## src/inc/ofs_pkg.sv

```systemverilog
// Constants, object codes and state types of the output fault and scaling object bank
package ofs_pkg;

  // Object dictionary indices of the held objects
  localparam logic [15:0] IDX_SW_RESPONSE = 16'h6250;
  localparam logic [15:0] IDX_SW_LEVEL = 16'h6260;
  localparam logic [15:0] IDX_CI_DIGITS = 16'h6302;
  localparam logic [15:0] IDX_KIND = 16'h6310;
  localparam logic [15:0] IDX_DO_DIGITS = 16'h6332;
  localparam logic [15:0] IDX_AN_RESPONSE = 16'h6340;
  localparam logic [15:0] IDX_CI_VALUE = 16'h7300;
  localparam logic [15:0] IDX_LOWER_POINT = 16'h7320;
  localparam logic [15:0] IDX_AN_LEVEL = 16'h7341;

  // Sub-index layout of every per-output array
  localparam logic [7:0] SUB_COUNT = 8'h00;
  localparam logic [7:0] SUB_FIRST = 8'h01;
  localparam logic [7:0] SUB_LAST = 8'h02;
  localparam logic [15:0] SUB_MAX_VALUE = 16'h0002;

  // Reset values and value limits
  localparam logic [7:0] RST_RESPONSE = 8'h01;
  localparam logic RST_SW_LEVEL = 1'b1;
  localparam logic [7:0] RST_DIGITS = 8'h03;
  localparam logic [15:0] RST_KIND = 16'h000A;
  localparam logic [15:0] RST_CI_VALUE = 16'h0000;
  localparam logic [15:0] RST_LOWER_POINT = 16'h0000;
  localparam logic [15:0] RST_AN_LEVEL = 16'h0000;
  localparam logic [15:0] DIGITS_MAX = 16'h0004;
  localparam logic [15:0] LEVEL_MAX = 16'h0001;
  localparam logic [7:0] RESPONSE_APPLY = 8'h01;

  typedef enum logic [3:0] {
    OBJ_NONE,
    OBJ_SW_RESPONSE,
    OBJ_SW_LEVEL,
    OBJ_CI_DIGITS,
    OBJ_KIND,
    OBJ_DO_DIGITS,
    OBJ_AN_RESPONSE,
    OBJ_CI_VALUE,
    OBJ_LOWER_POINT,
    OBJ_AN_LEVEL
  } ofs_obj_t;

  // Stored objects of one output channel
  typedef struct packed {
    logic [7:0] switched_fault_response;
    logic switched_fault_level;
    logic [7:0] control_input_digits;
    logic [15:0] analog_channel_kind;
    logic [7:0] drive_output_digits;
    logic [7:0] analog_fault_response;
    logic [15:0] control_input_value;
    logic [15:0] lower_input_point;
    logic [15:0] analog_fault_level;
  } ofs_chan_state_t;

  localparam ofs_chan_state_t CHAN_RESET = '{
    switched_fault_response: RST_RESPONSE,
    switched_fault_level: RST_SW_LEVEL,
    control_input_digits: RST_DIGITS,
    analog_channel_kind: RST_KIND,
    drive_output_digits: RST_DIGITS,
    analog_fault_response: RST_RESPONSE,
    control_input_value: RST_CI_VALUE,
    lower_input_point: RST_LOWER_POINT,
    analog_fault_level: RST_AN_LEVEL
  };

  // Answer and output state of the bank
  typedef struct packed {
    logic obj_ack;
    logic obj_err;
    logic [15:0] obj_rdata;
    logic [1:0] switched_out;
    logic [1:0][15:0] analog_drive;
    logic [1:0][15:0] analog_fb_input;
  } ofs_bank_state_t;

  localparam ofs_bank_state_t BANK_RESET = '{
    obj_ack: 1'b0,
    obj_err: 1'b0,
    obj_rdata: 16'h0000,
    switched_out: 2'h0,
    analog_drive: 32'h0000_0000,
    analog_fb_input: 32'h0000_0000
  };

endpackage

```

## src/inc/ofs_chan_if.sv

```systemverilog
// Write port and stored objects between the bank decoder and one channel store
`timescale 1ns/100ps
`default_nettype none
interface ofs_chan_if;
  logic wr_en;
  ofs_pkg::ofs_obj_t wr_obj;
  logic [15:0] wr_data;
  ofs_pkg::ofs_chan_state_t cfg;

  modport bank (output wr_en, output wr_obj, output wr_data, input cfg);
  modport store (input wr_en, input wr_obj, input wr_data, output cfg);
endinterface
`default_nettype wire

```

## src/core/ofs_channel.sv

```systemverilog
// Object store of one output channel
`timescale 1ns/100ps
`default_nettype none
module ofs_channel (
  input wire logic clk_sys,
  input wire logic rst_n,
  ofs_chan_if.store port_if
);

  ofs_pkg::ofs_chan_state_t state_reg;
  ofs_pkg::ofs_chan_state_t state_next;

  ////////////////////////////////////////////////////////////////////////////
  // Writes arrive already checked, so the store only slices and keeps
  always_comb begin
    state_next = state_reg;
    if (port_if.wr_en) begin
      unique case (port_if.wr_obj)
        ofs_pkg::OBJ_NONE: begin
          state_next = state_reg;
        end
        ofs_pkg::OBJ_SW_RESPONSE: begin
          state_next.switched_fault_response = port_if.wr_data[7:0];
        end
        ofs_pkg::OBJ_SW_LEVEL: begin
          state_next.switched_fault_level = port_if.wr_data[0];
        end
        ofs_pkg::OBJ_CI_DIGITS: begin
          state_next.control_input_digits = port_if.wr_data[7:0];
        end
        ofs_pkg::OBJ_KIND: begin
          state_next.analog_channel_kind = port_if.wr_data;
        end
        ofs_pkg::OBJ_DO_DIGITS: begin
          state_next.drive_output_digits = port_if.wr_data[7:0];
        end
        ofs_pkg::OBJ_AN_RESPONSE: begin
          state_next.analog_fault_response = port_if.wr_data[7:0];
        end
        ofs_pkg::OBJ_CI_VALUE: begin
          state_next.control_input_value = port_if.wr_data;
        end
        ofs_pkg::OBJ_LOWER_POINT: begin
          state_next.lower_input_point = port_if.wr_data;
        end
        ofs_pkg::OBJ_AN_LEVEL: begin
          state_next.analog_fault_level = port_if.wr_data;
        end
      endcase
    end
  end

  ////////////////////////////////////////////////////////////////////////////
  // Reset values of every object
  always_ff @(posedge clk_sys or negedge rst_n) begin
    if (!rst_n) begin
      state_reg <= ofs_pkg::CHAN_RESET;
    end else begin
      state_reg <= state_next;
    end
  end

  assign port_if.cfg = state_reg;

endmodule // ofs_channel
`default_nettype wire

```

## src/core/ofs_object_bank.sv

```systemverilog
// Object bank for output fault responses, resolutions, kinds and input scaling
`timescale 1ns/100ps
`default_nettype none

// Summary of operation
// - Each digital output keeps a read-write fault response mode.
// - Digital fault response mode resets to 1, apply stored fault level.
// - On fault with response enabled, digital output takes its stored level.
// - Control input digit count per channel, 0 to 4, reset 3.
// - Drive output digit count per channel, 0 to 4, reset 3.
// - Sixteen-bit analog channel kind, read-write, reset 10 for voltage.
// - Analog fault response mode, read-write, reset 1, apply fault level.
// - Message-controlled channel feeds its signed control input value onward.
// - Lower input point uses control input digits, reset 0.
// - Sub-index zero is read-only and reads 2; entries at 1 and 2.
// - On fault with response enabled, analog output takes stored fault level.
module ofs_object_bank (
  input wire logic clk_sys,
  input wire logic rst_n,
  // Object access from the network stack
  input wire logic obj_req,
  input wire logic obj_wr,
  input wire logic [15:0] obj_index,
  input wire logic [7:0] obj_subindex,
  input wire logic [15:0] obj_wdata,
  output logic obj_ack,
  output logic obj_err,
  output logic [15:0] obj_rdata,
  // Digital output path
  input wire logic [1:0] switched_cmd,
  input wire logic [1:0] switched_fault_in,
  output logic [1:0] switched_out,
  // Analog output path
  input wire logic [1:0] analog_src_msg,
  input wire logic [1:0][15:0] analog_local_input,
  input wire logic [1:0][15:0] analog_scaled_value,
  input wire logic [1:0] analog_fault_in,
  output logic [1:0][15:0] analog_fb_input,
  output logic [1:0][15:0] analog_drive,
  // Configuration seen by the scaling function block
  output logic [1:0][7:0] control_input_digits,
  output logic [1:0][7:0] drive_output_digits,
  output logic [1:0][15:0] analog_channel_kind,
  output logic [1:0][15:0] lower_input_point
);

  ofs_pkg::ofs_bank_state_t state_reg;
  ofs_pkg::ofs_bank_state_t state_next;
  ofs_pkg::ofs_chan_state_t cfg [2];
  ofs_pkg::ofs_obj_t hit_obj;
  logic sub_count;
  logic sub_entry;
  logic chan_sel;
  logic bad_value;
  logic req_err;
  logic do_write;

  ofs_chan_if ch0_if ();
  ofs_chan_if ch1_if ();

  ////////////////////////////////////////////////////////////////////////////
  // Index lookup; unknown indices map to no object
  function automatic ofs_pkg::ofs_obj_t idx_to_obj(input logic [15:0] idx);
    ofs_pkg::ofs_obj_t o;
    unique case (idx)
      ofs_pkg::IDX_SW_RESPONSE: o = ofs_pkg::OBJ_SW_RESPONSE;
      ofs_pkg::IDX_SW_LEVEL: o = ofs_pkg::OBJ_SW_LEVEL;
      ofs_pkg::IDX_CI_DIGITS: o = ofs_pkg::OBJ_CI_DIGITS;
      ofs_pkg::IDX_KIND: o = ofs_pkg::OBJ_KIND;
      ofs_pkg::IDX_DO_DIGITS: o = ofs_pkg::OBJ_DO_DIGITS;
      ofs_pkg::IDX_AN_RESPONSE: o = ofs_pkg::OBJ_AN_RESPONSE;
      ofs_pkg::IDX_CI_VALUE: o = ofs_pkg::OBJ_CI_VALUE;
      ofs_pkg::IDX_LOWER_POINT: o = ofs_pkg::OBJ_LOWER_POINT;
      ofs_pkg::IDX_AN_LEVEL: o = ofs_pkg::OBJ_AN_LEVEL;
      default: o = ofs_pkg::OBJ_NONE;
    endcase
    return o;
  endfunction

  // Read value of one object of one channel, zero-extended
  function automatic logic [15:0] read_field(input ofs_pkg::ofs_chan_state_t c,
                                             input ofs_pkg::ofs_obj_t o);
    logic [15:0] v;
    unique case (o)
      ofs_pkg::OBJ_NONE: v = 16'h0000;
      ofs_pkg::OBJ_SW_RESPONSE: v = {8'h00, c.switched_fault_response};
      ofs_pkg::OBJ_SW_LEVEL: v = {15'h0000, c.switched_fault_level};
      ofs_pkg::OBJ_CI_DIGITS: v = {8'h00, c.control_input_digits};
      ofs_pkg::OBJ_KIND: v = c.analog_channel_kind;
      ofs_pkg::OBJ_DO_DIGITS: v = {8'h00, c.drive_output_digits};
      ofs_pkg::OBJ_AN_RESPONSE: v = {8'h00, c.analog_fault_response};
      ofs_pkg::OBJ_CI_VALUE: v = c.control_input_value;
      ofs_pkg::OBJ_LOWER_POINT: v = c.lower_input_point;
      ofs_pkg::OBJ_AN_LEVEL: v = c.analog_fault_level;
    endcase
    return v;
  endfunction

  ////////////////////////////////////////////////////////////////////////////
  // Request decode
  assign hit_obj = idx_to_obj(obj_index);
  assign sub_count = (obj_subindex == ofs_pkg::SUB_COUNT);
  assign sub_entry = (obj_subindex == ofs_pkg::SUB_FIRST) ||
                     (obj_subindex == ofs_pkg::SUB_LAST);
  assign chan_sel = (obj_subindex == ofs_pkg::SUB_LAST);

  // Digit counts and the boolean level are range checked before storing
  assign bad_value = ((hit_obj == ofs_pkg::OBJ_CI_DIGITS ||
                       hit_obj == ofs_pkg::OBJ_DO_DIGITS) &&
                      (obj_wdata > ofs_pkg::DIGITS_MAX)) ||
                     ((hit_obj == ofs_pkg::OBJ_SW_LEVEL) &&
                      (obj_wdata > ofs_pkg::LEVEL_MAX));

  // Sub-index zero is read-only; unknown objects and sub-indices are refused
  assign req_err = (hit_obj == ofs_pkg::OBJ_NONE) ||
                   !(sub_count || sub_entry) ||
                   (obj_wr && sub_count) ||
                   (obj_wr && bad_value);
  assign do_write = obj_req && obj_wr && !req_err;

  ////////////////////////////////////////////////////////////////////////////
  // Write strobes to the two channel stores
  assign ch0_if.wr_en = do_write && !chan_sel;
  assign ch0_if.wr_obj = hit_obj;
  assign ch0_if.wr_data = obj_wdata;
  assign ch1_if.wr_en = do_write && chan_sel;
  assign ch1_if.wr_obj = hit_obj;
  assign ch1_if.wr_data = obj_wdata;
  assign cfg[0] = ch0_if.cfg;
  assign cfg[1] = ch1_if.cfg;

  ofs_channel u_chan0 (
    .clk_sys(clk_sys),
    .rst_n(rst_n),
    .port_if(ch0_if.store)
  );

  ofs_channel u_chan1 (
    .clk_sys(clk_sys),
    .rst_n(rst_n),
    .port_if(ch1_if.store)
  );

  ////////////////////////////////////////////////////////////////////////////
  // Answer and output paths; outputs registered so the pins never glitch
  always_comb begin
    state_next = state_reg;
    state_next.obj_ack = obj_req;
    if (obj_req) begin
      state_next.obj_err = req_err;
      if (req_err || obj_wr) begin
        state_next.obj_rdata = 16'h0000;
      end else if (sub_count) begin
        state_next.obj_rdata = ofs_pkg::SUB_MAX_VALUE;
      end else begin
        state_next.obj_rdata = read_field(cfg[chan_sel], hit_obj);
      end
    end
    for (int i = 0; i < 2; i++) begin
      // Only the apply-level response overrides; other codes leave the path alone
      if (switched_fault_in[i] &&
          cfg[i].switched_fault_response == ofs_pkg::RESPONSE_APPLY) begin
        state_next.switched_out[i] = cfg[i].switched_fault_level;
      end else begin
        state_next.switched_out[i] = switched_cmd[i];
      end
      if (analog_fault_in[i] &&
          cfg[i].analog_fault_response == ofs_pkg::RESPONSE_APPLY) begin
        state_next.analog_drive[i] = cfg[i].analog_fault_level;
      end else begin
        state_next.analog_drive[i] = analog_scaled_value[i];
      end
      // Message-controlled channels take the stored control input value
      if (analog_src_msg[i]) begin
        state_next.analog_fb_input[i] = cfg[i].control_input_value;
      end else begin
        state_next.analog_fb_input[i] = analog_local_input[i];
      end
    end
  end

  always_ff @(posedge clk_sys or negedge rst_n) begin
    if (!rst_n) begin
      state_reg <= ofs_pkg::BANK_RESET;
    end else begin
      state_reg <= state_next;
    end
  end

  ////////////////////////////////////////////////////////////////////////////
  // Outputs straight from the bank and channel registers
  assign obj_ack = state_reg.obj_ack;
  assign obj_err = state_reg.obj_err;
  assign obj_rdata = state_reg.obj_rdata;
  assign switched_out = state_reg.switched_out;
  assign analog_drive = state_reg.analog_drive;
  assign analog_fb_input = state_reg.analog_fb_input;

  // Lower point stays in control input digits even for locally driven channels
  always_comb begin
    for (int i = 0; i < 2; i++) begin
      control_input_digits[i] = cfg[i].control_input_digits;
      drive_output_digits[i] = cfg[i].drive_output_digits;
      analog_channel_kind[i] = cfg[i].analog_channel_kind;
      lower_input_point[i] = cfg[i].lower_input_point;
    end
  end

endmodule // ofs_object_bank
`default_nettype wire

```

## config.mk

```make
export PLATFORM = sky130hd
export DESIGN_NAME = ofs_object_bank
export DESIGN_NICKNAME = d
export VERILOG_FILES = /design/src/inc/ofs_pkg.sv /design/src/inc/ofs_chan_if.sv /design/src/core/ofs_channel.sv /design/src/core/ofs_object_bank.sv
export SDC_FILE = /design/constraint.sdc
export NUM_CORES = 1
export LEC_CHECK = 0
export BUFFER_PORTS_ARGS = -buffer_cell sky130_fd_sc_hd__clkbuf_2
export CORE_MARGIN = 10
export CORE_UTILIZATION = 40
export CTS_BUF_LIST = sky130_fd_sc_hd__clkbuf_16
export DETAILED_ROUTE_END_ITERATION = 6
export SLEW_MARGIN = 10
export SYNTH_ARGS = -nofsm -noshare
export SYNTH_HDL_FRONTEND = slang
export SYNTH_SLANG_ARGS = --single-unit
```

## constraint.sdc

```tcl
create_clock -name clk_sys -period 2.3 [get_ports clk_sys]
set_input_delay 0.23 -clock clk_sys [delete_from_list [all_inputs] [get_ports clk_sys]]
set_output_delay 0.23 -clock clk_sys [all_outputs]
set_load 0.03 [all_outputs]
```

* Word-level counts from Yosys, hierarchy flattened
Index checks and enable logic that the tools add are counted.
** Cells by class
- $lt $le $gt $ge :: 3
- Reductions and logical operators :: 43
- Multiplexer cells :: 13
- Bitwise operators :: 1
- Equality and inequality tests :: 24
** Operators by type and width (count)
- $mux 97 :: 3
- $pmux 16 s10 :: 1
- $eq 16x15->1 const B :: 9
- $mux 16 :: 6
- $eq 8x1->1 const B :: 5
- $pmux 4 s9 :: 1
- $reduce_and 2->1 :: 18
- $eq 4x3->1 const B :: 4
- $gt 16x1->1 const B :: 1
- $gt 16x3->1 const B :: 1
- $logic_and 1x1->1 :: 12
- $eq 4x2->1 const B :: 2
- $eq 4x4->1 const B :: 2
- $eq 8x2->1 const B :: 1
- $logic_not 8->1 :: 1
- $logic_or 1x1->1 :: 8
- $eq 4x1->1 const B :: 1
- $logic_not 4->1 :: 1
- $logic_not 1->1 :: 3
- $ge 2x2->1 const B :: 1
- $mux 1 :: 2
- $not 1->2 :: 1
** Word-level totals
- Flip-flop bits (word level) :: 278
- Input bits :: 116
- Output and inout port bits :: 180

* Depth between registers and ports, before layout
Gate-level depths: netlist of run 1.
- Depth in word-level cells :: 12
- Gate-level depth with buffers :: 9

* Modules after synthesis
Synthesis of run 1 repeated with hierarchy kept, for this count alone.
** Second synthesis, totals
- Cells, all modules :: 953
- Area total of the unflattened synthesis :: 12659.6 µm²
** Modules (own cells, without submodules)
- ofs_channel :: instances 2, area each 3763.6 µm², sequential area each 2438.6 µm², cells an instance 216
- ofs_object_bank :: instances 1, area each 5132.4 µm², sequential area each 2102.0 µm², cells an instance 521

* Worst setup path after synthesis of run 1
No wires, ideal clock.
- Path kind :: input to register
- Start :: input obj_subindex[3]
- End :: register u_chan1.state_reg (netlist bit u_chan1.port_if.cfg[10])
- Cell stages on the path :: 8
- Library setup time :: 0.125 ns
- Arrival time :: 2.195 ns
- Slack :: -0.020 ns
- Path through :: nor4_4 nand2_2 or2_1 buf_6 or4_4 buf_6 buf_6 mux2_4
** Between the ends
- Longest elaborated chain between the ends :: 11
- Elaborated cells between the ends (all ways) :: 14
** Ends and longest elaborated chain
- from (decl) :: RTL line ofs_object_bank.sv:24 : input wire logic [7:0] obj_subindex,
- $eq 8x1->1 / $eq 8x2->1 (equally long branches) :: RTL line ofs_object_bank.sv:103, ofs_object_bank.sv:104, ofs_object_bank.sv:105
- $logic_or 1x1->1 :: RTL line ofs_object_bank.sv:103 : assign sub_entry = (obj_subindex == ofs_pkg::SUB_FIRST) ||
- $logic_or 1x1->1 :: RTL line ofs_object_bank.sv:116 : !(sub_count || sub_entry) ||
- $logic_not 1->1 :: RTL line ofs_object_bank.sv:116
- $logic_or 1x1->1 :: RTL line ofs_object_bank.sv:115 : assign req_err = (hit_obj == ofs_pkg::OBJ_NONE) ||
- $logic_or 1x1->1 :: RTL line ofs_object_bank.sv:116
- $logic_or 1x1->1 :: RTL line ofs_object_bank.sv:117 : (obj_wr && sub_count) ||
- $logic_not 1->1 :: RTL line ofs_object_bank.sv:119 : assign do_write = obj_req && obj_wr && !req_err;
- $logic_and 1x1->1 :: RTL line ofs_object_bank.sv:119
- $logic_and 1x1->1 (*) :: RTL line ofs_object_bank.sv:126 : assign ch1_if.wr_en = do_write && chan_sel;
- $reduce_and 2->1 (no line) (*)
- to (signal assigned) :: RTL line ofs_channel.sv:57 : state_reg <= ofs_pkg::CHAN_RESET;
- to (signal assigned) :: RTL line ofs_channel.sv:59 : state_reg <= state_next;
- to (decl) :: RTL line ofs_channel.sv:10 : ofs_pkg::ofs_chan_state_t state_reg;
Mark *: on every way between the ends. The rest lies on a longest branch, timed or not.
A chain may end at the register's enable or synchronous reset.

* Final worst setup path of run 1
- Start :: input obj_wr
- End :: register u_chan1.state_reg (netlist bit u_chan1.port_if.cfg[2])
** Between the ends
- Longest elaborated chain between the ends :: 7
- Elaborated cells between the ends (all ways) :: 9
** Ends and longest elaborated chain
- from (decl) :: RTL line ofs_object_bank.sv:22 : input wire logic obj_wr,
- $logic_and 1x1->1 :: RTL line ofs_object_bank.sv:117
- $logic_or 1x1->1 :: RTL line ofs_object_bank.sv:116
- $logic_or 1x1->1 :: RTL line ofs_object_bank.sv:117
- $logic_not 1->1 :: RTL line ofs_object_bank.sv:119
- $logic_and 1x1->1 (*) :: RTL line ofs_object_bank.sv:119
- $logic_and 1x1->1 (*) :: RTL line ofs_object_bank.sv:126
- $reduce_and 2->1 (no line) (*)
Marked as above.

==> metrics.md, run 1 <==
| Metric | Value |
|---|---|
| Die width | 201 µm |
| Post-DP HPWL | 31.8 mm |
| Detail Route Antenna Nets | 0 |
| Placed Cells | 1709 |
| Unrepaired setup endpoints after global routing | no |
| Hold worst-path end | u_chan1.port_if.cfg[90]$_DFFE_PN0P_ |
| Core Footprint | 32500 µm² |
| Routed Wire Length | 41.9 mm |
| Commonest non-fill, non-tap cell in the layout | clkbuf_2 |
| Footprint of the multi-input gates | 5190 µm² |
| H-Tree Depth | 1 |
| Buffers on Ports | 295 |
| Hold_sp | obj_wdata[1] |
| Hold Path Class | input pin to flop |
| First-pass GRT wire length | 64.3 mm |
| Power, Total | 10.5 mW |
| Peak supply drop | 585 µV |
| Async set-or-reset flop fraction in the synthesized netlist | 100% |
| Avg WL per Cell | 22.8 µm |
| Cell row count | 66 |
| MaxCap Viol Count | 0 |
| Final hold vios | 0 |
| Largest net degree at the start of global routing | 65 |
| Grt ovf | 0 |
| DRT Pass-1 Iters | 5 |
| Die Y | 201 µm |
| DR iter-0 viols | 458 |
| Largest family of logic cells by synthesized area | multiplexers |
| Syn_area_per_cell | 13.1 µm² |
| Hold path depth | 2 |
| Clk_skew | 9.83 ps |
| Root Buffer | clkbuf_16 |
| Flip-flop and latch area | 6980 µm² |
| PD cells | 617 nW/µm² |
| TritonCTS clock tree | built |
| Gpl congestion | 0.924 |
| Synth-to-layout area growth | 29.3% |
| Adder-Cell Fraction of Synth Area | 0% |
| DR DRC count | 0 |
| # nets final | 1485 |
| R2R Setup Slk | 680 ps |
| Synth Area in XOR/XNOR | 0.133% |
| Starting density of the core | 40.4% |
| EDFF count, synth | 0 |
| Number of vias per cell | 5.09 |
| Slew margin rel. | 64.9% |
| Vias in the first global route | 10.0k |
| CTS resizes | 0 |
| Reg2reg start | u_chan0.port_if.cfg[55]$_DFFE_PN0P_ |
| Post-synthesis compound-gate area fraction | 4.21% |
| Die ar. | 40600 µm² |
| CP Max Fanout | 5 |
| Sequential share of the synthesized area | 53.0% |
| R2R Path End | analog_drive[12]$_DFF_PN0_ |
| Most frequent cells in the layout | clkbuf_2 (294), dfrtp_1 (260), mux2_2 (222) |
| Cells after Synth | 1002 |
| Max-slew violations | 0 |
| Layout cell share with drive strength beyond 1 | 51.9% |
| Clock Latency Late Sink | 560 ps |
| Simple-gate share of the synthesized area | 7.04% |
| GRT Util Overall | 20.3% |
| Critical path class | input pin to flop |
| CTS Buffer Depth | 3 |
| Period minus WS final | 1980 ps |
| Clock slew at reported path FFs | 70 ps |
| Inserted Clock Buffers | 31 |
| Synth warnings | 0 |
| Fin Setup TNS | 0 ps |
| Cell Area, Synth | 13200 µm² |
| Crit share post-route | 86.0% |
| Util after Layout | 52.3% |
| Leak | 8.94 nW |
| Mapped Nets | 1118 |
| Ys flop type | dfrtp_1 |
| Post-synthesis cell type count | 61 |
| Critical path capture point type | flop |
| Via count | 9336 |
| #FFs+latches synth | 278 |
| Initial antenna violation count | 0 |
| Critical Path AT | 2410 ps |
| Finish-stage setup viols | 0 |
| Clk sinks | 278 |
| Worst slew pin tran | 520 ps |
| Status | finished clean |
| Fillcell total | 2912 |
| Mux contribution to synthesized area | 27.9% |
| Non-Filler Instances | 1835 |
| Worst Path Required | 2740 ps |
| Max Freq | 506 MHz |
| # IOs | 296 |
| Critical Path Source Type | input pin |
| FF-to-FF path depth | 4 |
| Ant diodes | 0 |
==> flip-flops by register name, indices dropped and copies added, names as in the netlist <==
signal,flops
analog_drive,32
analog_fb_input,32
obj_ack,1
obj_err,1
obj_rdata,16
switched_out,2
u_chan0.port_if.cfg,97
u_chan1.port_if.cfg,97
==> cells in the mapped netlist (all sizes together) (2+ instances only) <==
library cell	number	area share [%]
nor3	14	0.68
and2	2	0.095
a21boi	3	0.17
inv	20	0.57
dfrtp	260	49
o22ai	60	2.9
nor4	17	1.1
and4	2	0.13
nand4bb	2	0.17
o311a	2	0.15
nor2b	21	1.0
or3b	2	0.13
nand3	7	0.30
nor3b	3	0.21
mux2	244	21
nor2	24	0.68
o2111ai	3	0.20
clkbuf	30	0.86
nand4	9	0.48
or4	4	0.26
nand2	15	0.47
and3	3	0.14
nor4b	5	0.45
dfstp	18	3.6
nor4bb	2	0.15
mux2i	88	6.7
buf	115	6.3
or2	2	0.095
o21ai	4	0.15
a222oi	2	0.15
nand2b	4	0.19
==> power breakdown <==
group | total [mW] | internal (mW) | switching [mW]
Clock | 4.76 | 2.76 | 1.99
Sequential | 4.97 | 4.95 | 0.0168
Combinational | 0.777 | 0.317 | 0.460
==> through the flow <==
step	hold slack [ps]	setup slack, ps	area [µm²]
3_3_place_gp	225	-116	15400
4_1_cts	16.9	363	17000
6_report	42.2	323	17000
2_1_floorplan	-65.6	1.95	13200
3_5_place_dp	228	-127	15400
5_1_grt	46.0	247	17000
==> repair_timing <==
action | 4_1_cts | 5_1_grt
setup endpoints to repair | 0 | 0
setup buffers | 0 | 0
hold endpoints to repair | 127 | 0
hold buffers | 69 | 0
==> worst max-delay path, stage by stage <==
cell and delay (ps):
dlygate4sd3_1 540, clkbuf_2 160, nand3_1 130, or2_1 270, or4_4 570, buf_4 200, mux2_1 320
==> area by class of cell <==
| cell class | instances | area share (%) |
|---|---|---|
| sequential | 278 | 41.0 |
| multi-input combinational | 559 | 30.5 |
| timing repair buffer | 479 | 19.1 |
| clock buffer | 31 | 4.56 |
| tap | 442 | 3.25 |
| clock inverter | 26 | 1.15 |
| inverter | 20 | 0.441 |
==> cells by family after synthesis <==
logic type             Yosys count
AO/OA/AOI/OAI                   83
flip-flops                     278
AND/OR/NAND/NOR                142
buffers and inverters          165
XOR/XNOR                         2
multiplexers                   332
==> how the worst max path moves through the flow <==
| stage | slack (ps) | to | depth (start not counted) | startpoint |
|---|---|---|---|---|
| 4_1_cts | 360 | u_chan1.port_if.cfg[2]$_DFFE_PN0P_ | 7 | obj_wr |
| 2_1_floorplan | 2 | u_chan1.port_if.cfg[10]$_DFFE_PN0P_ | 8 | obj_subindex[4] |
| 3_3_place_gp | -120 | u_chan1.port_if.cfg[58]$_DFFE_PN0P_ | 9 | obj_index[8] |
| 3_5_place_dp | -130 | u_chan0.port_if.cfg[82]$_DFFE_PN0P_ | 9 | obj_wdata[7] |
| 6_report | 320 | u_chan1.port_if.cfg[2]$_DFFE_PN0P_ | 7 | obj_wr |
| 5_1_grt | 250 | u_chan1.port_if.cfg[2]$_DFFE_PN0P_ | 7 | obj_wr |
==> per-layer routing <==
layer | share of wire (%) | GRT usage [%]
met5 | 0 | 0
met4 | 1.8 | 4.35
met3 | 5.4 | 3.71
met2 | 48 | 33.6
met1 | 45 | 27.1
(Power assumes the default switching activity.)
==> inputs of run 2 (changes only) <==
- ABC_AREA: default -> 1
==> metrics.md, run 2 <==
| Metric | Value |
|---|---|
| Clk_skew | 20.2 ps (+10.3 ps) |
| Grt ovf | 0 (unchanged) |
| Worst-path cell chain | clkbuf_2 -> nor2_1 -> nand2_1 -> nor2_1 -> buf_4 -> nand3_1 -> nand2_1 -> nand2_1 -> nand2_1 -> nand3_2 -> nor2_4 -> buf_4 -> nand3_1 -> nand2_1 -> inv_1 |
| CP startpoint | obj_wdata[6] |
| Worst Path Required | 2700 ps (-40 ps) |
| Post-CTS Hold Fix Bufs | 65 (-5.8%) |
| Fin Setup TNS | 0 ps (unchanged) |
| Gpl congestion | 0.900 (-2.5%) |
| Hold_sp | analog_scaled_value[17] |
| Period minus WS final | 1770 ps (-202 ps) |
| Initial antenna violation count | 3 (+3) |
| DRT Pass-1 Iters | 6 (+1) |
| Final hold vios | 0 (unchanged) |
| # nets final | 2178 (+47%) |
| Count leader, synth | nand2_1 |
| Post-synthesis cell type count | 30 (-51%) |
| Fillcell total | 3365 (+16%) |
| Util after Layout | 50.9% (-1.4 points) |
| Die ar. | 43400 µm² (+7.1%) |
| Mapped Nets | 1899 (+70%) |
| MaxCap Viol Count | 0 (unchanged) |
| CTS resizes | 0 (unchanged) |
| Peak supply drop | 491 µV (-16%) |
| Worst slew pin tran | 627 ps (+108 ps) |
| Largest net degree at the start of global routing | 66 (+1.5%) |
| Leak | 9.61 nW (+7.5%) |
| TritonCTS clock tree | built |
| Die width | 208 µm (+3.5%) |
| R2R Setup Slk | 530 ps (-150 ps) |
| Sequential share of the synthesized area | 49.2% (-3.9 points) |
| Synth warnings | 0 (unchanged) |
| Non-Filler Instances | 2544 (+39%) |
| Post-CTS Setup Inserts | 0 (unchanged) |
| Status | finished clean |
| #FFs+latches synth | 278 (unchanged) |
| Cell row count | 68 (+3.0%) |
| Top cell type's share of synthesized area | 45.8% (-3.6 points) |
| Inserted Clock Buffers | 34 (+9.7%) |
| # IOs | 296 (unchanged) |
| Die Y | 208 µm (+3.5%) |
| Hold Path Class | input pin to flop |
| Async set-or-reset flop fraction in the synthesized netlist | 100% (unchanged) |
| Ys flop type | dfrtp_1 |
| Critical path class | input pin to flop |
| Worst Path Buf+Inv | 4 (+1) |
| Cell Area, Synth | 14200 µm² (+7.8%) |
| GRT Util Overall | 22.9% (+2.6 points) |
| CP Max Fanout | 9 (+4) |
| Post-DP HPWL | 37.4 mm (+17%) |
| Yosys top cell by area | dfrtp_1 |
| DR DRC count | 0 (unchanged) |
| Crit share post-route | 77.2% (-8.8 points) |
| First-pass GRT wire length | 79.2 mm (+23%) |
| Synth-to-layout area growth | 24.8% |
| Top cells by count, synth | nand2_1 (761), dfrtp_1 (260), nand4_1 (179), buf_4 (96), inv_1 (77) |
| PD cells | 613 nW/µm² (-0.60%) |
| Max-slew violations | 0 (unchanged) |
| Finish-stage setup viols | 0 (unchanged) |
| Slew margin rel. | 58.2% (-6.7 points) |
| DR iter-0 viols | 1184 (+160%) |
| Clk sinks | 278 (unchanged) |
| Buffers on Ports | 295 (unchanged) |
| Placed Cells | 2416 (+41%) |
| Worst path most repeated cell | nand2_1 |
| Root Buffer | clkbuf_16 |
| Slowest CP cell | nand3_1 |
| Power, Total | 10.9 mW (+3.5%) |
| CTS Buffer Depth | 3 (unchanged) |
| Clock slew at reported path FFs | 60 ps (about the same) |
| Vias in the first global route | 12.8k (+27%) |
| Post-place instance area | 16000 µm² (+4.2%) |
| Critical Path AT | 2170 ps (-240 ps) |
| Via count | 13.2k (+41%) |
| EDFF count, synth | 0 (unchanged) |
| Worst path max stage delay | 290 ps (-280 ps) |
| Unrepaired setup endpoints after global routing | no |
| Cells after Synth | 1783 (+78%) |
| Syn_area_per_cell | 7.96 µm² (-39%) |
| Critical path capture point type | flop |
| Starting density of the core | 40.8% (+0.34 points) |
| Clock Latency Late Sink | 520 ps (-40 ps) |
| Number of vias per cell | 5.18 (+1.9%) |
| Commonest non-fill, non-tap cell in the layout | nand2_1 |
| Delay-heaviest family, CP | simple AND/OR/NAND/NOR gates |
| Core Footprint | 34800 µm² (+7.0%) |
| Critical Path Source Type | input pin |
| Reg2reg start | u_chan0.port_if.cfg[53]$_DFFE_PN0P_ |
| Synth area leaders | dfrtp_1 (46%), nand2_1 (20%), nand4_1 (7.9%) |
| Layout cell share with drive strength beyond 1 | 25.2% (-27 points) |
| Final Cell Area | 17700 µm² (+4.1%) |
| Max Freq | 563 MHz (+11%) |
| Avg WL per Cell | 20.3 µm (-11%) |
| Most frequent cells in the layout | nand2_1 (760), clkbuf_2 (294), dfrtp_1 (260) |
| H-Tree Depth | 2 (+1) |
| Detail Route Antenna Nets | 0 (unchanged) |
| Routed Wire Length | 51.6 mm (+23%) |
==> run 2: through the flow <==
stage	worst slack (ps)	hold WS (ps)
after global placement	53.0	248
after global routing	255	27.5
after floorplan	448	-65.6
after CTS	524	5.09
after detailed placement	31.1	250
final	525	20.2
==> run 2: logic make-up after synthesis <==
| family | after synthesis | synth area share, % |
|---|---|---|
| simple gates | 1075 | 33.0 |
| buf+inv | 307 | 11.6 |
| flops | 278 | 49.2 |
| compound gates | 81 | 2.87 |
| mux | 42 | 3.33 |
==> run 2: worst reg2reg max path, delay by kind of cell (launching register included) <==
kind / cells / cell delay [ps]
buffers and inverters: 1 / 290
flip-flops: 1 / 410
AND/OR/NAND/NOR: 3 / 550
multiplexers: 1 / 400
==> run 2: routing by layer <==
| metal | share of wire (%) | global-route usage, % |
|---|---|---|
| met5 | 0.066 | 0 |
| met4 | 1.4 | 4.46 |
| met3 | 9.2 | 6.34 |
| met2 | 47 | 36.1 |
| met1 | 43 | 30.8 |
==> run 2: power breakdown <==
part           leakage (nW)  internal, mW  switching, mW  total (mW)
sequential             3.70          4.96         0.0189        4.98
clock                 0.553          2.99           2.13        5.12
combinational          5.36         0.284          0.487       0.771
total                  9.61          8.23           2.64        10.9
==> run 2: worst paths after layout <==
kind	end	cells after the start
max in group asynchronous	u_chan1.port_if.cfg[81]$_DFFE_PN1P_	3
min in group asynchronous	u_chan1.port_if.cfg[70]$_DFFE_PN0P_	2
setup / recovery	u_chan0.port_if.cfg[85]$_DFFE_PN0P_	15
setup reg to reg	analog_drive[5]$_DFF_PN0_	5
hold reg to reg	u_chan1.port_if.cfg[52]$_DFFE_PN0P_	2
hold / removal	analog_drive[17]$_DFF_PN0_	3
==> run 2: layout make-up <==
class | instances | area (µm²) | area share (%)
repair buffers | 465 | 3200 | 18.1
clock buffers | 35 | 876 | 4.94
diodes | 1 | 2.50 | 0.0141
multi-input cells | 1198 | 5580 | 31.5
clock inverters | 27 | 190 | 1.07
flip-flops and latches | 278 | 6980 | 39.4
inverters | 85 | 322 | 1.82
well taps | 455 | 569 | 3.21
==> inputs of run 3 (changes only) <==
- ABC_AREA: 1 -> 0
- clock period: 2.3 -> 1.8 ns (I/O delays scaled with it)
==> metrics.md, run 3 (synthesized netlist as in run 1, its figures left out) <==
| Metric | Value |
|---|---|
| Status | finished clean |
| Grt ovf | 0 (unchanged) |
| Worst setup margin | 31.3 ps (-494 ps) |
| Period minus WS final | 1770 ps |
| DR iter-0 viols | 452 (-62%) |
| R2R Setup Slk | 230 ps (-300 ps) |
| Post-place instance area | 15800 µm² (-1.5%) |
| Die ar. | 40600 µm² (-6.6%) |
| PD cells | 773 nW/µm² (+26%) |
| Met2 routed WL | 19.5 mm (-19%) |
| # nets final | 1505 (-31%) |
| Peak supply drop | 653 µV (+33%) |
| Clk sinks | 278 (unchanged) |
| Met3 WL | 2.36 mm (-50%) |
| Final hold vios | 0 (unchanged) |
| Largest net degree at the start of global routing | 61 (-7.6%) |
| Post-DP HPWL | 31.8 mm (-15%) |
| Crit share post-route | 98.3% |
| Top sig layer | met4 |
| FF-to-FF path depth | 4 (-1) |
| CTS Buffer Depth | 3 (unchanged) |
| Critical path class | input pin to flop |
| Worst Path Buf+Inv | 4 (unchanged) |
| Commonest non-fill, non-tap cell in the layout | clkbuf_2 |
| Avg WL per Cell | 22.5 µm (+11%) |
| R2R Path End | analog_drive[26]$_DFF_PN0_ |
| Delay-heaviest family, CP | buffers and inverters |
| Util after Layout | 53.5% (+2.6 points) |
| Reg2reg start | u_chan1.port_if.cfg[52]$_DFFE_PN0P_ |
| Die width | 201 µm (-3.4%) |
| Die Y | 201 µm (-3.4%) |
| Max Freq | 565 MHz |
| DR DRC count | 0 (unchanged) |
| Worst slew pin tran | 476 ps (-151 ps) |
| Critical Path Source Type | input pin |
| # IOs | 296 (unchanged) |
| Worst path most repeated cell | buf_4 |
| Worst path max stage delay | 320 ps (+30 ps) |
| GRT Util Overall | 20.2% (-2.7 points) |
| H-Tree Depth | 1 (-1) |
| Placed Cells | 1730 (-28%) |
| Finish-stage setup viols | 0 (unchanged) |
| Met1 wire length | 18.9 mm (-15%) |
| Core Footprint | 32500 µm² (-6.5%) |
| Routed Wire Length | 41.7 mm (-19%) |
| Critical Path AT | 2250 ps (+80 ps) |
| Leak | 9.09 nW (-5.4%) |
| Hold path depth | 2 (-1) |
| CP Max Fanout | 4 (-5) |
| TritonCTS clock tree | built |
| Cell row count | 66 (-2.9%) |
| Gpl congestion | 0.885 (-1.7%) |
| Most frequent cells in the layout | clkbuf_2 (293), dfrtp_1 (260), mux2_2 (212) |
| Vias in the first global route | 10.2k (-20%) |
| Slew margin rel. | 68.3% (+10 points) |
| MaxCap Viol Count | 0 (unchanged) |
| Number of vias per cell | 5.09 (-1.9%) |
| Non-Filler Instances | 1855 (-27%) |
| Buffers on Ports | 295 (unchanged) |
| Clock slew at reported path FFs | 60 ps (about the same) |
| Post-CTS Setup Inserts | 0 (unchanged) |
| Initial antenna violation count | 0 (-3) |
| Unrepaired setup endpoints after global routing | no |
| Synth-to-layout area growth | 32.3% |
| Max-slew violations | 0 (unchanged) |
| First-pass GRT wire length | 64.3 mm (-19%) |
| Starting density of the core | 40.4% (-0.34 points) |
| Layout cell share with drive strength beyond 1 | 54.2% (+29 points) |
| DRT Pass-1 Iters | 6 (unchanged) |
| Ant diodes | 0 (-1) |
| Detail Route Antenna Nets | 0 (unchanged) |
| Clock Latency Late Sink | 560 ps (+40 ps) |
| Hold_sp | obj_req |
| Hold Path Class | input pin to flop |
| Inserted Clock Buffers | 31 (-8.8%) |
| Via count | 9439 (-28%) |
| Final Cell Area | 17400 µm² (-1.7%) |
| Post-Place Setup Slack | -726 ps (-757 ps) |
| Slowest CP cell | a32o_2 |
| Critical path capture point type | flop |
| Clk_skew | 14.6 ps (-5.57 ps) |
| Hold worst-path end | obj_ack$_DFF_PN0_ |
| Worst-path cell chain | clkbuf_2 -> nor3_4 -> buf_4 -> nand4_1 -> buf_4 -> o311a_1 -> a32o_2 -> nor3_4 -> buf_4 -> mux2_4 |
| Worst Path Required | 2280 ps (-420 ps) |
| Root Buffer | clkbuf_16 |
run 3: metal layers:
layer | GRT usage, % | up-vias
li1 | - | 4325
met1 | 27.6 | 4818
met2 | 32.3 | 241
met3 | 3.97 | 55
met4 | 4.75 | 0
met5 | 0 | -
run 3: metrics by stage:
step	hold slack, ps	power (mW)	TNS, ps
6_report	11.7	13.5	0
5_1_grt	4.73	14.0	0
4_1_cts	3.82	13.6	0
3_5_place_dp	130	7.40	-62050
3_3_place_gp	123	7.39	-60330
2_1_floorplan	-116	6.82	-28210
run 3: final cells by class:
class / count / area (µm²)
clock inverters: 26 / 189
repair buffers: 499 / 3410
inverters: 20 / 75.1
flip-flops and latches: 278 / 6980
fillers: 2909 / 15100
well taps: 442 / 553
clock buffers: 31 / 776
multi-input cells: 559 / 5430
run 3: timing repair:
action	CTS	global route
resized for setup	2	1
endpoints found under the setup margin	11	2
endpoints found under the hold margin	327	0
pin swaps	0	0
hold buffers	68	0
run 3: worst register-to-register path: cells and delay by family (launching register included):
kind | cells | cell delay (ps)
simple gates | 2 | 490
buf+inv | 1 | 270
flops | 1 | 390
mux | 1 | 310
run 3: power breakdown:
part | switching, mW | internal (mW)
clock network | 2.53 | 3.52
registers | 0.0210 | 6.33
logic | 0.612 | 0.441
run 3: worst max-delay path by stage:
| stage | from | to | slack, ps | cells after the start |
|---|---|---|---|---|
| final | obj_wdata[7] | u_chan0.port_if.cfg[57]$_DFFE_PN1P_ | 30 | 10 |
| after global routing | obj_wdata[7] | u_chan0.port_if.cfg[57]$_DFFE_PN1P_ | 0.4 | 10 |
| after CTS | obj_wdata[7] | u_chan0.port_if.cfg[57]$_DFFE_PN1P_ | 50 | 10 |
| after detailed placement | obj_wdata[7] | u_chan0.port_if.cfg[57]$_DFFE_PN1P_ | -730 | 10 |
| after global placement | obj_wdata[7] | u_chan0.port_if.cfg[57]$_DFFE_PN1P_ | -700 | 10 |
| after floorplan | obj_subindex[4] | u_chan1.port_if.cfg[10]$_DFFE_PN0P_ | -340 | 8 |
